--- src/include/clk_out_cfg_pkg.sv ---
/*
 * Constants and decode helpers for the sensor reference clock configuration block.
 * Assumes an 8-bit register port at byte offsets 0x04..0x07 and a single clock domain.
 */
// Function
// - Lock autoloads raw10 mode unless blocked
// - Lock autoloads raw12 mode unless blocked
// - Block bit stops autoload of both modes
// - Reference input divided by 1,2,4,8
// - Oscillator range select when internal reference used
// - High-speed clock prescaled by 1 to 16
// - Numerator M from bits 4:0, default 1
// - Zero numerator treated as one
package clk_out_cfg_pkg;

	localparam logic [7:0] OFS_MODE_OVR = 8'h04;
	localparam logic [7:0] OFS_PLL_REF  = 8'h05;
	localparam logic [7:0] OFS_OUT_LO   = 8'h06;
	localparam logic [7:0] OFS_OUT_DEN  = 8'h07;

	localparam logic [7:0] RST_MODE_OVR = 8'h00;
	localparam logic [7:0] RST_PLL_REF  = 8'h03;
	localparam logic [7:0] RST_OUT_LO   = 8'h41;
	localparam logic [7:0] RST_OUT_DEN  = 8'h28;
	localparam logic [7:0] RDATA_NONE   = 8'h00;

	localparam int RAW10_BIT  = 2;
	localparam int RAW12_BIT  = 1;
	localparam int BLOCK_BIT  = 0;
	localparam int OSC_BIT    = 3;
	localparam int REFDIV_LSB = 4;
	localparam int PRESC_LSB  = 5;
	localparam int NUM_LSB    = 0;
	localparam int CODE_W     = 3;
	localparam int NUM_W      = 5;
	localparam int DEN_W      = 8;

	localparam logic [NUM_W-1:0]  NUM_ZERO         = 5'h00;
	localparam logic [NUM_W-1:0]  NUM_DEFAULT      = 5'h01;
	localparam logic [CODE_W-1:0] REFDIV_MAX_SHIFT = 3'h3;
	localparam logic [CODE_W-1:0] PRESC_MAX_SHIFT  = 3'h4;

	// Reserved codes clamp to the largest legal ratio
	function automatic logic [CODE_W-1:0] code_to_shift(
		input logic [CODE_W-1:0] code,
		input logic [CODE_W-1:0] max_shift
	);
		return (code > max_shift) ? max_shift : code;
	endfunction

endpackage

--- src/rtl/pow2_tick_divider.sv ---
/*
 * Divides a one-cycle tick stream by 2**shift.
 * Assumes i_tick is a synchronous single-cycle strobe on i_mclk.
 */
`timescale 1ns/1ps
module pow2_tick_divider #(
	parameter int MAX_SHIFT = 4
) (
	input  wire logic       i_mclk,
	input  wire logic       i_rst_b,
	input  wire logic       i_tick,
	input  wire logic [2:0] i_shift,
	output logic            o_tick
);

	localparam int CNT_W = (MAX_SHIFT < 1) ? 1 : MAX_SHIFT;

	if (MAX_SHIFT < 1 || MAX_SHIFT > 7)
		$error("pow2_tick_divider: MAX_SHIFT out of range");

	logic [CNT_W-1:0] cnt_reg;
	logic [CNT_W-1:0] cnt_next;
	logic [CNT_W-1:0] terminal;
	logic             wrap;
	logic             tick_reg;

	assign terminal = CNT_W'((1 << i_shift) - 1);
	assign wrap     = i_tick && (cnt_reg >= terminal);
	assign cnt_next = wrap ? '0 : (i_tick ? cnt_reg + 1'b1 : cnt_reg);
	assign o_tick   = tick_reg;

	always_ff @(posedge i_mclk or negedge i_rst_b)
	begin
		if (!i_rst_b)
		begin
			cnt_reg  <= '0;
			tick_reg <= 1'b0;
		end
		else
		begin
			cnt_reg  <= cnt_next;
			tick_reg <= wrap;
		end
	end

endmodule // pow2_tick_divider

--- src/rtl/frac_mn_divider.sv ---
/*
 * Fractional M/N divider: a toggling output at f_tick * M / N.
 * Assumes M is already nonzero and that software keeps N nonzero.
 */
`timescale 1ns/1ps
module frac_mn_divider #(
	parameter int M_W = 5,
	parameter int N_W = 8
) (
	input  wire logic           i_mclk,
	input  wire logic           i_rst_b,
	input  wire logic           i_tick,
	input  wire logic [M_W-1:0] i_num,
	input  wire logic [N_W-1:0] i_den,
	output logic                o_clk
);

	localparam int ACC_W = ((M_W > N_W) ? M_W : N_W) + 2;

	if (M_W < 1 || N_W < 2)
		$error("frac_mn_divider: widths too small");

	logic [ACC_W-1:0] acc_reg;
	logic [ACC_W-1:0] acc_next;
	logic [ACC_W-1:0] sum;
	logic             wrap;
	logic             stale;
	logic             clk_reg;

	// Two half periods per output cycle, so step by 2M
	assign sum      = acc_reg + ACC_W'({i_num, 1'b0});
	// A smaller N leaves a stale phase that would run fast for up to N ticks
	assign stale    = (acc_reg >= ACC_W'(i_den));
	assign wrap     = i_tick && (i_den != '0) && !stale && (sum >= ACC_W'(i_den));
	assign acc_next = !i_tick ? acc_reg :
	                  stale   ? '0 :
	                  wrap    ? sum - ACC_W'(i_den) : sum;
	assign o_clk    = clk_reg;

	always_ff @(posedge i_mclk or negedge i_rst_b)
	begin
		if (!i_rst_b)
		begin
			acc_reg <= '0;
			clk_reg <= 1'b0;
		end
		else
		begin
			acc_reg <= acc_next;
			clk_reg <= clk_reg ^ wrap;
		end
	end

endmodule // frac_mn_divider

--- src/rtl/clock_output_config.sv ---
/*
 * Clock output configuration: compatibility mode bits with lock autoload,
 * reference input divider and oscillator range select, and the sensor
 * reference clock generator (prescaler plus M/N fractional divider).
 * Assumes all inputs are synchronous to i_mclk; clocks of other domains
 * arrive as one-cycle ticks, and the register port is a simple
 * address/strobe port at the documented byte offsets.
 */
`timescale 1ns/1ps
module clock_output_config (
	input  wire logic       i_mclk,
	input  wire logic       i_rst_b,

	input  wire logic [7:0] i_reg_addr,
	input  wire logic       i_reg_wr,
	input  wire logic [7:0] i_reg_wdata,
	input  wire logic       i_reg_rd,
	output logic      [7:0] o_reg_rdata,

	input  wire logic       i_rx_lock,
	input  wire logic       i_bc_raw10_mode,
	input  wire logic       i_bc_raw12_mode,

	input  wire logic       i_ref_clock_in_tick,
	input  wire logic       i_osc_tick,
	input  wire logic       i_nonsync_internal_mode,
	input  wire logic       i_ext_clk_detected,

	input  wire logic       i_hs_tick,

	output logic            o_raw10_compat_mode,
	output logic            o_raw12_compat_mode,
	output logic            o_compat_autoload_block,
	output logic            o_oscillator_range_select,
	output logic            o_internal_ref_select,
	output logic            o_ref_tick,
	output logic            o_sensor_ref_clock_out
);

	// Register storage

	logic [7:0] mode_ovr_reg;
	logic [7:0] mode_ovr_next;
	logic [7:0] pll_ref_reg;
	logic [7:0] pll_ref_next;
	logic [7:0] out_lo_reg;
	logic [7:0] out_lo_next;
	logic [7:0] out_den_reg;
	logic [7:0] out_den_next;
	logic [7:0] rdata_reg;
	logic [7:0] rdata_next;

	logic       rx_lock_reg;
	logic       internal_ref_reg;
	logic       internal_ref_next;
	logic       ref_tick_reg;
	logic       ref_tick_next;

	// Address decode

	logic       sel_mode_ovr;
	logic       sel_pll_ref;
	logic       sel_out_lo;
	logic       sel_out_den;
	logic       wr_mode_ovr;
	logic       wr_pll_ref;
	logic       wr_out_lo;
	logic       wr_out_den;

	assign sel_mode_ovr = (i_reg_addr == clk_out_cfg_pkg::OFS_MODE_OVR);
	assign sel_pll_ref  = (i_reg_addr == clk_out_cfg_pkg::OFS_PLL_REF);
	assign sel_out_lo   = (i_reg_addr == clk_out_cfg_pkg::OFS_OUT_LO);
	assign sel_out_den  = (i_reg_addr == clk_out_cfg_pkg::OFS_OUT_DEN);

	assign wr_mode_ovr  = i_reg_wr && sel_mode_ovr;
	assign wr_pll_ref   = i_reg_wr && sel_pll_ref;
	assign wr_out_lo    = i_reg_wr && sel_out_lo;
	assign wr_out_den   = i_reg_wr && sel_out_den;

	// Compatibility mode bits and back-channel autoload

	logic       lock_rise;
	logic [7:0] mode_sw_value;
	logic       block_next;
	logic       autoload;

	assign lock_rise     = i_rx_lock && !rx_lock_reg;
	assign mode_sw_value = wr_mode_ovr ? i_reg_wdata : mode_ovr_reg;

	// A block bit written in the same cycle as lock already protects
	assign block_next    = mode_sw_value[clk_out_cfg_pkg::BLOCK_BIT];
	assign autoload      = lock_rise && !block_next;

	always_comb
	begin
		mode_ovr_next = mode_sw_value;
		if (autoload)
		begin
			// Hardware load wins over a same-cycle software write of these bits
			mode_ovr_next[clk_out_cfg_pkg::RAW10_BIT] = i_bc_raw10_mode;
			mode_ovr_next[clk_out_cfg_pkg::RAW12_BIT] = i_bc_raw12_mode;
		end
	end

	// Plain read/write registers

	assign pll_ref_next = wr_pll_ref ? i_reg_wdata : pll_ref_reg;
	assign out_lo_next  = wr_out_lo  ? i_reg_wdata : out_lo_reg;
	assign out_den_next = wr_out_den ? i_reg_wdata : out_den_reg;

	// Read data, registered; unmapped offsets read zero

	assign rdata_next = !i_reg_rd   ? rdata_reg :
	                    sel_mode_ovr ? mode_ovr_reg :
	                    sel_pll_ref  ? pll_ref_reg :
	                    sel_out_lo   ? out_lo_reg :
	                    sel_out_den  ? out_den_reg :
	                    clk_out_cfg_pkg::RDATA_NONE;

	// Field extraction

	logic [clk_out_cfg_pkg::CODE_W-1:0] refdiv_code;
	logic [clk_out_cfg_pkg::CODE_W-1:0] refdiv_shift;
	logic [clk_out_cfg_pkg::CODE_W-1:0] presc_code;
	logic [clk_out_cfg_pkg::CODE_W-1:0] presc_shift;
	logic [clk_out_cfg_pkg::NUM_W-1:0]  num_field;
	logic [clk_out_cfg_pkg::NUM_W-1:0]  num_eff;
	logic [clk_out_cfg_pkg::DEN_W-1:0]  den_field;

	assign refdiv_code = pll_ref_reg[clk_out_cfg_pkg::REFDIV_LSB +: clk_out_cfg_pkg::CODE_W];
	assign presc_code  = out_lo_reg[clk_out_cfg_pkg::PRESC_LSB +: clk_out_cfg_pkg::CODE_W];
	assign num_field   = out_lo_reg[clk_out_cfg_pkg::NUM_LSB +: clk_out_cfg_pkg::NUM_W];
	assign den_field   = out_den_reg;

	// Reserved ratios fall back to the largest legal division
	assign refdiv_shift = clk_out_cfg_pkg::code_to_shift(refdiv_code,
	                      clk_out_cfg_pkg::REFDIV_MAX_SHIFT);
	assign presc_shift  = clk_out_cfg_pkg::code_to_shift(presc_code,
	                      clk_out_cfg_pkg::PRESC_MAX_SHIFT);

	assign num_eff = (num_field == clk_out_cfg_pkg::NUM_ZERO) ?
	                 clk_out_cfg_pkg::NUM_DEFAULT : num_field;

	// Reference input path

	logic       ref_div_tick;

	pow2_tick_divider #(
		.MAX_SHIFT (3)
	) u_ref_input_divider (
		.i_mclk  (i_mclk),
		.i_rst_b (i_rst_b),
		.i_tick  (i_ref_clock_in_tick),
		.i_shift (refdiv_shift),
		.o_tick  (ref_div_tick)
	);

	// Oscillator takes over in internal mode or with no external clock
	assign internal_ref_next = i_nonsync_internal_mode || !i_ext_clk_detected;
	assign ref_tick_next     = internal_ref_next ? i_osc_tick : ref_div_tick;

	// Sensor reference clock path

	logic       hs_presc_tick;

	pow2_tick_divider #(
		.MAX_SHIFT (4)
	) u_highspeed_prescaler (
		.i_mclk  (i_mclk),
		.i_rst_b (i_rst_b),
		.i_tick  (i_hs_tick),
		.i_shift (presc_shift),
		.o_tick  (hs_presc_tick)
	);

	// Output clock comes from the divider's toggle flop directly
	frac_mn_divider #(
		.M_W (clk_out_cfg_pkg::NUM_W),
		.N_W (clk_out_cfg_pkg::DEN_W)
	) u_frac_divider (
		.i_mclk  (i_mclk),
		.i_rst_b (i_rst_b),
		.i_tick  (hs_presc_tick),
		.i_num   (num_eff),
		.i_den   (den_field),
		.o_clk   (o_sensor_ref_clock_out)
	);

	// State registers

	always_ff @(posedge i_mclk or negedge i_rst_b)
	begin
		if (!i_rst_b)
		begin
			mode_ovr_reg <= clk_out_cfg_pkg::RST_MODE_OVR;
			pll_ref_reg  <= clk_out_cfg_pkg::RST_PLL_REF;
			out_lo_reg   <= clk_out_cfg_pkg::RST_OUT_LO;
			out_den_reg  <= clk_out_cfg_pkg::RST_OUT_DEN;
		end
		else
		begin
			mode_ovr_reg <= mode_ovr_next;
			pll_ref_reg  <= pll_ref_next;
			out_lo_reg   <= out_lo_next;
			out_den_reg  <= out_den_next;
		end
	end

	// Lock already high at reset release counts as a rise
	always_ff @(posedge i_mclk or negedge i_rst_b)
	begin
		if (!i_rst_b)
		begin
			rx_lock_reg      <= 1'b0;
			rdata_reg        <= clk_out_cfg_pkg::RDATA_NONE;
			internal_ref_reg <= 1'b0;
			ref_tick_reg     <= 1'b0;
		end
		else
		begin
			rx_lock_reg      <= i_rx_lock;
			rdata_reg        <= rdata_next;
			internal_ref_reg <= internal_ref_next;
			ref_tick_reg     <= ref_tick_next;
		end
	end

	// Outputs

	assign o_reg_rdata               = rdata_reg;
	assign o_raw10_compat_mode       = mode_ovr_reg[clk_out_cfg_pkg::RAW10_BIT];
	assign o_raw12_compat_mode       = mode_ovr_reg[clk_out_cfg_pkg::RAW12_BIT];
	assign o_compat_autoload_block   = mode_ovr_reg[clk_out_cfg_pkg::BLOCK_BIT];
	assign o_oscillator_range_select = pll_ref_reg[clk_out_cfg_pkg::OSC_BIT];
	assign o_internal_ref_select     = internal_ref_reg;
	assign o_ref_tick                = ref_tick_reg;

endmodule // clock_output_config

--- config.mk ---
export PLATFORM = sky130hd
export DESIGN_NAME = clock_output_config
export DESIGN_NICKNAME = d
export VERILOG_FILES = /design/src/include/clk_out_cfg_pkg.sv /design/src/rtl/pow2_tick_divider.sv /design/src/rtl/frac_mn_divider.sv /design/src/rtl/clock_output_config.sv
export SDC_FILE = /design/constraint.sdc
export NUM_CORES = 1
export LEC_CHECK = 0
export BUFFER_PORTS_ARGS = -buffer_cell sky130_fd_sc_hd__clkbuf_2
export CORE_AREA = 2 2 87 89
export CTS_CLUSTER_DIAMETER = 60
export DETAILED_ROUTE_END_ITERATION = 16
export DIE_AREA = 0 0 89 91
export GPL_ROUTABILITY_DRIVEN = 1
export PLACE_DENSITY = 0.71
export SETUP_SLACK_MARGIN = 0.1
export SKIP_LAST_GASP = 1
export SLEW_MARGIN = 20
export SYNTH_ARGS = -nofsm -noshare
export SYNTH_HDL_FRONTEND = slang
export SYNTH_SLANG_ARGS = --single-unit
export TNS_END_PERCENT = 50
--- constraint.sdc ---
create_clock -name i_mclk -period 4.3 [get_ports i_mclk]
set_input_delay 1.075 -clock i_mclk [delete_from_list [all_inputs] [get_ports i_mclk]]
set_output_delay 1.075 -clock i_mclk [all_outputs]
set_load 0.03 [all_outputs]
# After elaboration in Yosys (flattened, before gate mapping)
# Index checks and enable logic that the tools add are counted.
# word_totals
reg_bits	63
latch_bits	0
ramBits	0
romBits	0
in_bits	28
out_inout_bits	15
word_cells	72
mem_count	0
# classes
add_sub_neg	6
mul	0
div_mod_pow	0
magnitude_cmp	6
n_eq_ne	4
shift	2
n_mux	16
n_bitwise	1
reduce_logical	21
# op_table
operator	n
equality test 8 x 3 -> 1 bit, second input constant	4
two-way mux 8 bit	4
>= comparator 10 x 8 -> 1 bit	2
two-way mux 10 bit	2
two-way mux 3 bit	5
logical AND 1 bit	11
adder 10 x 6 -> 10 bit	1
subtractor 10 x 8 -> 10 bit	1
two-way mux 4 bit	2
nonzero test 8 bit	1
nonzero test 2 bit	3
zero test 5 bit	1
two-way mux 5 bit	1
adder 4 x 1 -> 4 bit, second input constant	1
>= comparator 4 bit	1
zero test 1 bit	4
left shift 1 x 3 -> 4 bit, first input constant	1
subtractor 4 x 2 -> 4 bit, second input constant	1
adder 3 x 1 -> 3 bit, second input constant	1
>= comparator 3 bit	1
greater-than comparator 3 x 2 -> 1 bit, second input constant	1
greater-than comparator 3 bit, second input constant	1
left shift 1 x 3 -> 3 bit, first input constant	1
subtractor 3 x 2 -> 3 bit, second input constant	1
other kinds (4)	4

# Longest topological paths before layout
# depth
ltp_word	7
mapped_depth	17
ltp_nobuf	17

# Modules after synthesis
# From an unflattened synthesis, not the netlist that was laid out.
# hier_totals
hier_cells	417
hier_area_um2	4345.4
# modules_own_cells
module	instances	cells_per_inst	area_per_inst_um2	seq_area_each_um2
clock_output_config	1	161	2084.5	1083.5
frac_mn_divider	1	189	1619.1	275.3
pow2_tick_divider at u_highspeed_prescaler	1	38	365.4	125.1
pow2_tick_divider at u_ref_input_divider	1	29	276.5	100.1

# Least setup slack after synthesis
# No wires, ideal clock.
# synth_path
path_type	reg-to-reg
start	reg out_lo_reg[1]
end	reg u_frac_divider.acc_reg[1]
setup_ns	0.078
arrival_time_ns	3.492
t_required_ns	4.222
setup_slack_ns	0.730
stages_incl_launch_ff	17
n_path_buf	0
period_less_slack_ns	3.570
cell_sequence	dfrtp_1 -> o41ai_1 -> ha_1 -> fa_1 -> a21oi_1 -> o21a_1 -> nand2b_1 -> xnor2_1 -> inv_1 -> ha_1 -> a21oi_1 -> o21ai_0 -> a211o_1 -> nor3_2 -> a21oi_4 -> mux2_1 -> o2bb2ai_1
# synth_via
elab_chain_len	7
elab_cells_between_ends	8
classes_between	add/sub (2); order compare (1); mux (3); reduce/logical (2)
# synth_rtl
item	line	source
start, declared	clock_output_config.sv:46	logic [7:0] out_lo_reg;
start signal, assigned	clock_output_config.sv:197	out_lo_reg <= clk_out_cfg_pkg::RST_OUT_LO;
start signal, assigned	clock_output_config.sv:204	out_lo_reg <= out_lo_next;
zero test 5 bit	clock_output_config.sv:141	assign num_eff = (num_field == clk_out_cfg_pkg::NUM_ZERO) ?
two-way mux 5 bit (*)	clock_output_config.sv:141	
adder 10 x 6 -> 10 bit (*)	frac_mn_divider.sv:31	assign sum = acc_reg + ACC_W'({i_num, 1'b0});
>= comparator 10 x 8 -> 1 bit	frac_mn_divider.sv:34	assign wrap = i_tick && (i_den != '0) && !stale && (sum >= ACC_W'(i_den));
logical AND 1 bit	frac_mn_divider.sv:34	
two-way mux 10 bit (*)	frac_mn_divider.sv:37	wrap ? sum - ACC_W'(i_den) : sum;
two-way mux 10 bit (*)	frac_mn_divider.sv:36	stale ? '0 :
end signal, assigned	frac_mn_divider.sv:49	acc_reg <= acc_next;
end, declared	frac_mn_divider.sv:23	logic [ACC_W-1:0] acc_reg;
# Mark *: on every way between the ends. The rest lies on a longest branch, timed or not.
# A chain may end at the register's enable or synchronous reset.

# Worst setup path after layout
# Ends and elaborated chain as after synthesis.

==> results.ini <==
[place]
io_buffers = 42
dp_slack_ns = 0.372
hpwlAfterDp_um = 6250
postPlaceCellArea_um2 = 4130
gp_congestion = 0.879

[synth]
async_reset_ff_share_pct = 100
synth-seq-area-share_pct = 41.4
syn-num-nets = 439
synthCells = 379
synth_area_per_cell_um2 = 10.1
syn_area_um2 = 3830
yosys_warnings = 0
synth-seq-cells = 63
synth-edff-count = 0
synth-main-ff-cell = dfrtp_1
synth_cell_type_count = 48

[worst_hold_path]
hold_end = o_ref_tick$_DFF_PN0_
whs_path_depth = 1
worst_hold_path_type = reg2reg
hold_start = u_ref_input_divider.o_tick$_DFF_PN0_

[drt]
drt-wirelength-per-cell_um = 15.6
avgViaCountPerCell = 5.63
drtPass1Iterations = 4
num_vias = 2987
ant_nets = 0
drt_iter0_drc = 145
routed_wl_um = 8310
route.detailed.drc = 0

[finish]
design_area_um2 = 4400
fill_cells = 623
area_delta_synth_final_pct = 14.9
largest_reg_flops = 10
seqCellArea_um2 = 1580
antenna_cells = 0
drive_above_1_share_pct = 23.6
multi_input_area_um2 = 2090
final_cell_mix = dfrtp_1, clkbuf_2, inv_1
final_common_cell = dfrtp_1
final_nets = 487

[floorplan]
initial_core_util_pct = 53.6
dieHeight_um = 91
die_area_um2 = 8100
num_rows = 31
core_area_um2 = 7140
ios = 43
die-width_um = 89

[clocking]
cts_tree = yes
cts.sinks = 63
cts_buffers = 9
max-clock-path-buffers = 2
clkSlewWorstSetupHoldPaths_ns = 0.08
h-tree-depth = 3
hold_buffers = 0
insertion_delay_ns = 0.35
cts_root_buf = clkbuf_8

[setup_path]
arrival_ns = 4.15
path_cells = o41ai_1 > ha_1 > fa_1 > a21oi_1 > o21a_1 > nand2b_1 > xnor2_1 > inv_1 > ha_1 > nand2_1 > o21ai_0 > a211o_1 > nor3_4 > a21oi_4 > mux2_1 > o2bb2ai_1
required_ns = 4.56
start_kind = flop
max_stage_delay_ns = 0.44
crit_top_cell = ha_1
worst_path_max_delay_cell = dfrtp_1
r2r-start = out_lo_reg[1]$_DFFE_PN0P_
cp-end-kind = flop
crit_fanout = 9
ff2ff_setup_slack_ns = 0.41
reg2reg_depth = 16
path_class = reg2reg
r2r-end = u_frac_divider.acc_reg[1]$_DFFE_PN0P_

[sta]
final.setup.tns_ns = 0
tightest_slew_ns = 0.764
drv_slew = 0
setup_ws_ns = 0.413
final_hold_viol_count = 0
rsz0062_at_grt = no
finalCritPeriodShare_pct = 90.4
setup_viol = 0
layout_min_cycle_time_ns = 3.89
clock-skew-final_ns = 0.00924
slew_headroom_pct = 48.8
max_freq_mhz = 257
holdWs_ns = 0.479

[global_route]
grt_pass1_wl_um = 13600
grt_max_degree = 26
grt_pass1_vias = 2901
grt_overflow_total = 0
antenna_found_initial = 0
grt_use_total_pct = 21.6

[status]
status = finished clean

[power_and_ir_drop]
total_power_uw = 2010
swShare_pct = 34.7
p_int_uw = 1310
p_leak_uw = 0.00214
peakVddDrop_v = 0.000239
p_switching_uw = 697
power_frac_clock_pct = 29.9
p_comb_share_pct = 33.5
cellPowerDensity_nw_per_um2 = 457
pwr-share-seq_pct = 36.7

[flow_run]
drv_cap = 0

-- Yosys cell counts, drive strengths merged, types with 2 or more instances --
cell	count	area share [%]
and2	3	0.49
nand2b	9	1.5
or2	2	0.33
or3	5	0.82
xor2	3	0.69
nor2b	3	0.49
a211o	2	0.46
xnor2	8	1.8
nand4	4	0.65
nand2	20	2.0
clkbuf	8	0.78
a211oi	11	2.2
mux2	25	7.5
dfstp	6	4.1
o21ai	30	3.9
a21o	8	1.6
a21oi	12	1.9
buf	3	0.36
dfrtp	57	37
o21a	3	0.59
inv	31	3.0
mux2i	14	3.7
nand3	8	1.0
or4	2	0.39
fa	2	1.0
o2bb2ai	7	1.6
nor2	29	2.8
o31ai	4	0.78
nor3	5	0.91
o211ai	11	2.2
ha	30	9.8
nand3b	3	0.59
-- metrics by stage --
stage,util [%],cells
floorplan,-,379
global placement,57.9,511
detailed placement,57.9,511
CTS,61.2,527
global route,61.7,531
finish,61.7,531
-- area by class of cell --
class	count	share of cell area, %
clock inverter	6	2.10
tap	99	2.81
inverter	31	2.64
multi-input combinational	274	47.5
sequential	63	36.0
timing repair buffer	48	5.80
clock buffer	10	3.13
-- routing by layer --
layer	global-route usage, %	up-vias	share of wire, %
met3	6.09	9	4.3
li1	-	1461	-
met4	4.60	0	0.76
met1	28.5	1464	45
met5	0	-	0
met2	35.3	53	50
-- what timing repair did --
item | CTS | global route
setup endpoints to repair | 0 | 2
resized for setup | 0 | 1
setup buffers | 0 | 4
-- worst max-delay path, delay by kind of cell (launching register included) --
| kind | cells | cell delay (ns) |
|---|---|---|
| buffers and inverters | 1 | 0.07 |
| AO/OA/AOI/OAI | 7 | 1.66 |
| AND/OR/NAND/NOR | 3 | 0.28 |
| flip-flops | 1 | 0.44 |
| XOR/XNOR | 1 | 0.20 |
| multiplexers | 1 | 0.35 |
| adder cells (fa/ha/maj) | 3 | 0.81 |
-- cell families (layout without fill, tap and decap cells) --
family	count (synthesis)	in the layout	share of synthesized area [%]
AO/OA/AOI/OAI	95	95	16.9
adder cells (fa/ha/maj)	32	32	10.8
AND/OR/NAND/NOR	97	97	13.1
flip-flops	63	63	41.4
multiplexers	39	39	11.1
XOR/XNOR	11	11	2.52
buffers and inverters	42	95	4.18
-- power by group through the flow --
| stage | registers [uW] | clock network, uW | logic, uW |
|---|---|---|---|
| 3_3_place_gp | 746 | 0 | 640 |
| 5_1_grt | 748 | 631 | 753 |
| 2_1_floorplan | 748 | 0 | 493 |
| 6_report | 737 | 600 | 672 |
| 4_1_cts | 738 | 610 | 666 |
| 3_5_place_dp | 749 | 0 | 660 |
-- worst max path at each step --
stage / end / start / slack (ns) / cells past startpoint
global placement: u_frac_divider.acc_reg[1]$_DFFE_PN0P_ / out_lo_reg[1]$_DFFE_PN0P_ / 0.50 / 16
floorplan: u_frac_divider.acc_reg[1]$_DFFE_PN0P_ / out_lo_reg[1]$_DFFE_PN0P_ / 0.73 / 16
detailed placement: u_frac_divider.acc_reg[1]$_DFFE_PN0P_ / out_lo_reg[1]$_DFFE_PN0P_ / 0.37 / 16
global route: u_frac_divider.acc_reg[1]$_DFFE_PN0P_ / out_lo_reg[1]$_DFFE_PN0P_ / 0.13 / 16
finish: u_frac_divider.acc_reg[1]$_DFFE_PN0P_ / out_lo_reg[1]$_DFFE_PN0P_ / 0.41 / 16
CTS: u_frac_divider.acc_reg[1]$_DFFE_PN0P_ / out_lo_reg[1]$_DFFE_PN0P_ / 0.35 / 16
No activity file was read; power rests on OpenSTA's default activity.
